==> src/accel_status_consts.svh <==
// Register indices, field positions, reset values and timing counts
`ifndef ACCEL_STATUS_CONSTS_SVH
`define ACCEL_STATUS_CONSTS_SVH

// Register indices; byte address is four times the index
`define REG_ACC_X_LO    6'h12
`define REG_ACC_X_HI    6'h13
`define REG_ACC_Y_LO    6'h14
`define REG_ACC_Y_HI    6'h15
`define REG_ACC_Z_LO    6'h16
`define REG_ACC_Z_HI    6'h17
`define REG_TIME_B0     6'h18
`define REG_TIME_B1     6'h19
`define REG_TIME_B2     6'h1A
`define REG_EVENT       6'h1B
`define REG_INT_STAT    6'h1C

// Field positions
`define EVT_STARTUP_BIT 0
`define INT_FAULT_BIT   7
`define INT_STILL_BIT   6
`define INT_MOVE_BIT    5

// Reset values
`define ACC_RST         16'h0000
`define TIME_RST        24'h000000
`define EVENT_RST       8'h01
`define INT_RST         3'h0

// Timing in units of 100 ps: one time count and the core clock period
`define TICK_100PS      390625
`define CLK_PERIOD_100PS 80
`define TICK_CYCLES     (`TICK_100PS / `CLK_PERIOD_100PS)

`endif

==> src/accel_status_pkg.sv <==
// Types shared by the acceleration, time and event status registers
package accel_status_pkg;

    // One acceleration sample, all three axes
    typedef struct packed {
        logic [15:0] x;
        logic [15:0] y;
        logic [15:0] z;
    } accel_sample_t;

    // Motion and fault event pulses
    typedef struct packed {
        logic fault;
        logic still;
        logic move;
    } motion_event_t;

endpackage

==> src/accel_time_event_status_regs.sv <==
// Acceleration sample, elapsed time and event status registers on Avalon-MM
// Functional notes
// - X sample at 0x12/0x13, resets zero
// - Y sample at 0x14/0x15, resets zero
// - Z sample at 0x16/0x17, resets zero
// - Time bits 7:0 at 0x18, 39.0625 us
// - Time bits 15:8 at 0x19, 10 ms
// - Time bits 23:16 at 0x1A, 2.56 s
// - Startup flag set on reset, read clears
// - Interrupt status clears on read, resets zero
// - Fault bit7, stillness bit6, movement bit5
// - Any data read clears fresh-sample flag
//
// Decided for this implementation: the Avalon-MM register port.
`timescale 1ns/100ps
`include "accel_status_consts.svh"

module accel_time_event_status_regs
    import accel_status_pkg::*;
#(
    parameter int TICK_CYCLES = `TICK_CYCLES
)
(
    // Clock and reset
    input  wire logic          CORE_CLK,
    input  wire logic          RST,
    // Avalon-MM slave, byte address
    input  wire logic [7:0]    ADDRESS,
    input  wire logic          READ,
    input  wire logic          WRITE,
    input  wire logic [31:0]   WRITEDATA,
    input  wire logic [3:0]    BYTEENABLE,
    output logic      [31:0]   READDATA,
    output logic               WAITREQUEST,
    // Sensor core side
    input  wire accel_sample_t SAMPLE,
    input  wire logic          SAMPLE_VALID,
    input  wire motion_event_t EVENTS,
    input  wire logic          SOFT_RESET,
    // Status
    output logic               DATA_READY,
    output logic      [23:0]   ELAPSED_TICKS
);

    localparam int CNT_W = $clog2(TICK_CYCLES);
    // Startup flag reset value taken from the event register's reset byte
    localparam logic [7:0] EVENT_RST_V = `EVENT_RST;

    logic              ack_r;
    logic              rd_hit;
    logic [5:0]        idx;
    logic [31:0]       rdata_r;
    logic [7:0]        rd_mux;
    logic [15:0]       sample_axis [3];
    logic [15:0]       axis_r      [3];
    logic [7:0]        hi_snap_r   [3];
    logic              hi_lock_r   [3];
    logic [7:0]        hi_view     [3];
    logic [CNT_W-1:0]  tick_cnt_r;
    logic              tick_r;
    logic [23:0]       time_r;
    logic [15:0]       time_snap_r;
    logic              time_lock_r;
    logic [15:0]       time_view;
    logic              drdy_r;
    logic              por_r;
    logic [2:0]        int_r;
    logic [2:0]        int_set;
    logic              data_read;

    // Bus handshake: one wait cycle, then the answer for one cycle
    assign idx         = ADDRESS[7:2];
    assign WAITREQUEST = (READ | WRITE) & ~ack_r;
    assign rd_hit      = READ & ~ack_r;

    always_ff @(posedge CORE_CLK)
    begin
        if (RST)
            ack_r <= 1'b0;
        else
            ack_r <= (READ | WRITE) & ~ack_r;
    end

    // Writes are answered but change nothing; every register is read-only
    assign READDATA = rdata_r;

    always_ff @(posedge CORE_CLK)
    begin
        if (RST)
            rdata_r <= 32'h0000_0000;
        else if (rd_hit)
            rdata_r <= {24'h00_0000, rd_mux};
    end

    // Unpack the sample struct into an axis array
    assign sample_axis[0] = SAMPLE.x;
    assign sample_axis[1] = SAMPLE.y;
    assign sample_axis[2] = SAMPLE.z;

    // Per axis: sample hold plus high-byte freeze on low-byte read
    for (genvar g = 0; g < 3; g++)
    begin : g_axis
        localparam logic [5:0] LO_IDX = 6'(`REG_ACC_X_LO + 2 * g);
        localparam logic [5:0] HI_IDX = 6'(`REG_ACC_X_HI + 2 * g);

        always_ff @(posedge CORE_CLK)
        begin
            if (RST)
                axis_r[g] <= `ACC_RST;
            else if (SAMPLE_VALID)
                axis_r[g] <= sample_axis[g];
        end

        // Freeze keeps a low/high pair from straddling two samples
        always_ff @(posedge CORE_CLK)
        begin
            if (RST)
            begin
                hi_snap_r[g] <= 8'h00;
                hi_lock_r[g] <= 1'b0;
            end
            else if (rd_hit && idx == LO_IDX)
            begin
                hi_snap_r[g] <= axis_r[g][15:8];
                hi_lock_r[g] <= 1'b1;
            end
            else if (rd_hit && idx == HI_IDX)
                hi_lock_r[g] <= 1'b0;
        end

        assign hi_view[g] = hi_lock_r[g] ? hi_snap_r[g] : axis_r[g][15:8];
    end

    // Tick divider, one enable pulse per time count
    always_ff @(posedge CORE_CLK)
    begin
        if (RST || SOFT_RESET)
        begin
            tick_cnt_r <= '0;
            tick_r     <= 1'b0;
        end
        else if (tick_cnt_r == CNT_W'(TICK_CYCLES - 1))
        begin
            tick_cnt_r <= '0;
            tick_r     <= 1'b1;
        end
        else
        begin
            tick_cnt_r <= tick_cnt_r + 1'b1;
            tick_r     <= 1'b0;
        end
    end

    // Elapsed time; wraps naturally at the 24-bit limit
    always_ff @(posedge CORE_CLK)
    begin
        if (RST || SOFT_RESET)
            time_r <= `TIME_RST;
        else if (tick_r)
            time_r <= time_r + 24'h00_0001;
    end

    assign ELAPSED_TICKS = time_r;

    // Byte 0 read freezes bytes 1 and 2 until byte 2 is read
    always_ff @(posedge CORE_CLK)
    begin
        if (RST)
        begin
            time_snap_r <= 16'h0000;
            time_lock_r <= 1'b0;
        end
        else if (rd_hit && idx == `REG_TIME_B0)
        begin
            time_snap_r <= time_r[23:8];
            time_lock_r <= 1'b1;
        end
        else if (rd_hit && idx == `REG_TIME_B2)
            time_lock_r <= 1'b0;
    end

    assign time_view = time_lock_r ? time_snap_r : time_r[23:8];

    // Any acceleration data read
    assign data_read = rd_hit && idx >= `REG_ACC_X_LO && idx <= `REG_ACC_Z_HI;

    // Fresh-sample flag; a new sample beats a clearing read
    always_ff @(posedge CORE_CLK)
    begin
        if (RST)
            drdy_r <= 1'b0;
        else if (SAMPLE_VALID)
            drdy_r <= 1'b1;
        else if (data_read)
            drdy_r <= 1'b0;
    end

    assign DATA_READY = drdy_r;

    // Startup flag; soft reset beats a clearing read
    always_ff @(posedge CORE_CLK)
    begin
        if (RST)
            por_r <= EVENT_RST_V[`EVT_STARTUP_BIT];
        else if (SOFT_RESET)
            por_r <= 1'b1;
        else if (rd_hit && idx == `REG_EVENT)
            por_r <= 1'b0;
    end

    // Sticky events: fault, stillness, movement
    assign int_set = {EVENTS.fault, EVENTS.still, EVENTS.move};

    // Event in the clearing cycle survives the read
    always_ff @(posedge CORE_CLK)
    begin
        if (RST)
            int_r <= `INT_RST;
        else if (rd_hit && idx == `REG_INT_STAT)
            int_r <= int_set;
        else
            int_r <= int_r | int_set;
    end

    // Read mux; unmapped and reserved bits read zero
    always_comb
    begin
        rd_mux = 8'h00;
        case (idx)
            `REG_ACC_X_LO: rd_mux = axis_r[0][7:0];
            `REG_ACC_X_HI: rd_mux = hi_view[0];
            `REG_ACC_Y_LO: rd_mux = axis_r[1][7:0];
            `REG_ACC_Y_HI: rd_mux = hi_view[1];
            `REG_ACC_Z_LO: rd_mux = axis_r[2][7:0];
            `REG_ACC_Z_HI: rd_mux = hi_view[2];
            `REG_TIME_B0:  rd_mux = time_r[7:0];
            `REG_TIME_B1:  rd_mux = time_view[7:0];
            `REG_TIME_B2:  rd_mux = time_view[15:8];
            `REG_EVENT:    rd_mux[`EVT_STARTUP_BIT] = por_r;
            `REG_INT_STAT:
            begin
                rd_mux[`INT_FAULT_BIT] = int_r[2];
                rd_mux[`INT_STILL_BIT] = int_r[1];
                rd_mux[`INT_MOVE_BIT]  = int_r[0];
            end
            default:       rd_mux = 8'h00;
        endcase
    end
endmodule

==> config.mk <==
export PLATFORM = sky130hd
export DESIGN_NAME = accel_time_event_status_regs
export DESIGN_NICKNAME = d
export VERILOG_FILES = /design/src/accel_status_pkg.sv /design/src/accel_time_event_status_regs.sv
export VERILOG_INCLUDE_DIRS = /design/src
export SDC_FILE = /design/constraint.sdc
export NUM_CORES = 1
export LEC_CHECK = 0
export ABC_CLOCK_PERIOD_IN_PS = 2100
export BUFFER_PORTS_ARGS = -buffer_cell sky130_fd_sc_hd__buf_2
export CORE_MARGIN = 2
export CORE_UTILIZATION = 54
export CTS_BUF_LIST = sky130_fd_sc_hd__clkbuf_4 sky130_fd_sc_hd__clkbuf_8 sky130_fd_sc_hd__clkbuf_16
export DETAILED_ROUTE_END_ITERATION = 16
export PLACE_DENSITY = 0.8
export SETUP_SLACK_MARGIN = 0.4
export SLEW_MARGIN = 20
export SYNTH_ARGS = -nofsm -noshare
export SYNTH_HDL_FRONTEND = slang
export SYNTH_SLANG_ARGS = --single-unit
==> constraint.sdc <==
create_clock -name CORE_CLK -period 2.1 [get_ports CORE_CLK]
set_clock_uncertainty 0.1 [all_clocks]
set_input_delay 0.21 -clock CORE_CLK [delete_from_list [all_inputs] [get_ports CORE_CLK]]
set_output_delay 0.21 -clock CORE_CLK [all_outputs]
set_load 0.1 [all_outputs]
==> results by stage <==
Power and ir drop:
- The switching power total is 1740 uW.
- Internal power comes to 4800 uW.
- The sum of internal, switching and leakage power is 6540 uW.
- The switching share of power is 26.6%.
- IR analysis of the VDD net gives a maximum drop of 0.000559 V.
- The share of total power dissipated in combinational logic is 10.1%.
- Sequential cells account for 47.4% of the total power.
- In this run the power density over the cells is 718 nW/um^2.
- Summed over all cells, the static leakage comes to 0.00345 uW.
- The clock network is responsible for 42.5% of the overall power.

Timing:
- The tightest hold path in the finished design has a slack of 11.6 ps.
- The max-slew violation count came to 0.
- Setup violations remaining at the end of the flow were counted as 0.
- The transition time at the pin with the least slew margin is 650 ps.
- The count of endpoints failing hold in the final timing report came to 0.
- The share of the clock period used by the worst path after layout is 82.6%.
- Headroom to the max-slew limit came out at 56.7%.
- The time the final worst path needs with I/O delays and setup is 1730 ps.
- The post-route setup TNS is 0 ps.
- Setup repair after global routing could not meet its margin everywhere.
- Setup slack closes at 365 ps.
- The highest clock frequency the design can meet is 0.577 GHz.

Drt:
- The starting DRC count in detailed routing is 490.
- The detail-routed net length per standard cell is 17.4 um.
- For this block, the via count after detailed routing is 5819.
- The total DRC errors in the routed layout is 0.
- The wire length reported by the detailed router is 17900 um.
- The pre-antenna-repair detailed-routing pass consisted of 5 iterations.
- In the routed layout, each cell is associated on average with a via count of 5.66.
- The number of routed nets with antenna violations is 0.

Critical path:
- The data required time of the worst path is 2300 ps.
- For this design, the slowest cell found on the critical path is dfxtp_4.
- The setup path with the least slack is of type register to register.
- The critical path goes through ha_4 -> and3_4 -> nand4_1 -> buf_6 -> buf_4 -> o31ai_1 -> a21oi_2.
- The data arrival time at the worst-slack endpoint is 1930 ps.
- Of all nets on the critical path, the largest fanout is 7.
- The delay contributed by the slowest stage of the critical path is 360 ps.
- The worst setup path is captured at a register.
- The startpoint type of the worst setup path is a register.

Synthesis:
- The synthesized netlist devotes 9.88% of its cell area to compound gates.
- The number of different library cells used by synthesis comes to 58.
- The synthesized area is 7050 um^2.
- The per-instance average area after synthesis is 10.4 um^2.
- The share of cell area taken by muxes after synthesis is 6.23%.
- The most used flip-flop cell after synthesis is edfxtp_1.
- The proportion of synthesized chip area in sequential cells is 51.5%.
- After synthesis, the largest family of logic cells by area is simple AND/OR/NAND/NOR gates.
- During synthesis, Yosys emitted a total of 0 warnings.
- The synthesized design contains 75 enable-type register cells.
- Of the total synthesized cell area, the portion taken by full adders, half adders and majority gates is 0.532%.
- After Yosys synthesis, and, or, nand and nor cells account for 23.1% of the synthesized area.
- The synthesized design contains 144 register bits.
- The post-synthesis share of cell area spent on xor and xnor gates is 2.48%.
- For this run, asynchronously set or reset flops after synthesis account for 0%.
- Synthesis handed over a netlist of 679 instances.

Floorplan:
- The placement row count is 41.
- The die footprint is 14000 um^2.
- The die is 118 um wide.
- The core region area is 12700 um^2.
- For this design the top-level I/O count stands at 159.
- From bottom edge to top edge, the die measures 118 um.
- The initial core utilization is 55.7%.

Clock network:
- After clock tree synthesis, the clock-pin slew on the worst setup and hold paths is 60 ps.
- For the worst-skew pair, the clock arrives at the later sink with an insertion delay of 440 ps.
- In this run the deepest clock path goes through 2 buffers.
- The clock tree from TritonCTS is yes.
- The number of clock buffers added by TritonCTS is 17.
- In this run the number of H-tree levels came out at 4.
- The buffer type at the clock tree root is clkbuf_16.
- The clock net in this run drives a total of 144 sinks.

Cells and area:
- Leaving out fill and tap cells, the most frequent cell in the layout is buf_2.
- The number of diodes is 0.
- The number of fillers in the final layout is 914.
- The ratio of cells with drive above 1 in the final layout is 28.5%.
- The total number of nets in the final design is 947.
- In the layout the commonest cells are buf_2, and2_1, edfxtp_1, dlygate4sd3_1, nand2_1.
- The growth of design area from synthesis to finish is 29.1%.

Placed design:
- Summed over all nets, the half-perimeter wirelength after detailed placement is 11300 um.
- The setup slack at placement is 14.5 ps.
- The placer's final routability congestion estimate is 0.903.
- The quantity of I/O buffers inserted on ports is 96.

GRT:
- The number of antenna violations at the first check in global routing is 0.
- The first global-routing pass estimated 28300 um of wire.
- Global routing consumed, over all layers together, 25.9% of the routing resources.
- The number of global-route vias before repair came to 5591.
- The pin count of the biggest net entering global routing is 49.
- The total overflow left after global routing is 0.

Worst hold path:
- The worst hold-check path type is input port to register.

Run status:
- The run finished with clean final reports.

Run:
- Across the run, the number of max-cap violations was 0.
-- synth_stat cells, drive strengths merged, types with 3 or more instances --
cell / number / area share [%]
buf: 43 / 4.3
and3: 6 / 0.55
or3: 6 / 0.57
nand2b: 4 / 0.35
nor2: 52 / 3.0
a21oi: 41 / 2.9
ha: 3 / 0.53
nor3: 22 / 1.9
nor2b: 3 / 0.27
xnor2: 5 / 0.62
and4: 7 / 0.90
mux2: 7 / 1.1
nor4b: 5 / 0.62
nand3: 11 / 0.78
edfxtp: 75 / 32
or4: 9 / 0.96
nand2: 54 / 2.9
xor2: 15 / 1.9
inv: 7 / 0.37
a22oi: 7 / 0.75
mux2i: 36 / 5.1
a41oi: 6 / 0.75
nor4: 4 / 0.66
and2: 81 / 7.2
a2111oi: 7 / 1.1
dfxtp: 69 / 20
o31ai: 13 / 1.4
clkbuf: 27 / 1.5
a211oi: 10 / 1.1
o21ai: 17 / 1.2
nand4: 12 / 1.3
-- repair_timing --
| item | in CTS | in global routing |
|---|---|---|
| hold buffers | 53 | 0 |
| hold endpoints to repair | 54 | 0 |
| pin swaps | 10 | 14 |
| gates cloned | 1 | 1 |
| setup endpoints to repair | 41 | 40 |
| resized for setup | 16 | 25 |
| buffers inserted | 12 | 9 |
-- area by class of cell --
| type | instances | area [um^2] | area share (%) |
|---|---|---|---|
| multi-input combinational | 482 | 3240 | 35.6 |
| inverter | 7 | 26.3 | 0.289 |
| clock inverter | 14 | 109 | 1.20 |
| tap | 172 | 215 | 2.36 |
| clock buffer | 18 | 433 | 4.75 |
| timing repair buffer | 191 | 1380 | 15.1 |
| sequential | 144 | 3700 | 40.6 |
-- layer usage --
metal	vias to the layer above	GRT usage, %	share of wire, %
met5	-	0	0
met4	0	9.94	2.7
met3	39	5.65	6.7
met2	264	44.0	51
met1	2786	32.3	40
li1	2730	-	-
-- worst max-delay path: cells and delay by family (launching register included) --
| family | cells | cell delay, ps |
|---|---|---|
| DFF | 1 | 360 |
| buffers and inverters | 2 | 310 |
| and+or+nand+nor | 2 | 330 |
| AOI/OAI and AO/OA | 2 | 380 |
| adders and majority gates | 1 | 130 |
-- state kept, by name (all words and copies together) (netlist names) --
signal / flops
DATA_READY: 1
ELAPSED_TICKS: 24
READDATA: 8
ack_r: 1
axis_r: 48
hi_lock_r: 3
hi_snap_r: 24
int_r: 3
por_r: 1
tick_cnt_r: 13
tick_r: 1
time_lock_r: 1
time_snap_r: 16
-- power groups by stage --
stage          Clock [uW]  Combinational (uW)  Sequential (uW)
2_1_floorplan           0                 451             3140
3_3_place_gp            0                 529             3160
3_5_place_dp            0                 540             3170
4_1_cts              2780                 626             3110
5_1_grt              2940                 694             3110
6_report             2780                 658             3100
-- worst paths after layout --
kind | to | startpoint | cells past startpoint | slack [ps]
setup / recovery | ELAPSED_TICKS[22] | ELAPSED_TICKS[1] | 7 | 370
setup reg to reg | ELAPSED_TICKS[22] | ELAPSED_TICKS[1] | 7 | 370
hold reg to reg | time_snap_r[14] | time_snap_r[14] | 2 | 350
hold / removal | axis_r[1][5] | SAMPLE[21] | 2 | 10
-- kinds of logic after synthesis --
group / after synthesis
multiplexers: 43
buffers and inverters: 77
other: 1
AND/OR/NAND/NOR: 284
flip-flops: 144
adder cells (fa/ha/maj): 3
AO/OA/AOI/OAI: 107
XOR/XNOR: 20
-- per-stage QoR --
stage	instances	util, %	instance area (um^2)
after floorplan	702	-	7250
after global placement	920	60.6	7680
after detailed placement	920	60.6	7680
after CTS	1018	70.2	8900
after global routing	1028	71.9	9100
final	1028	71.9	9100
(Power assumes the default switching activity.)
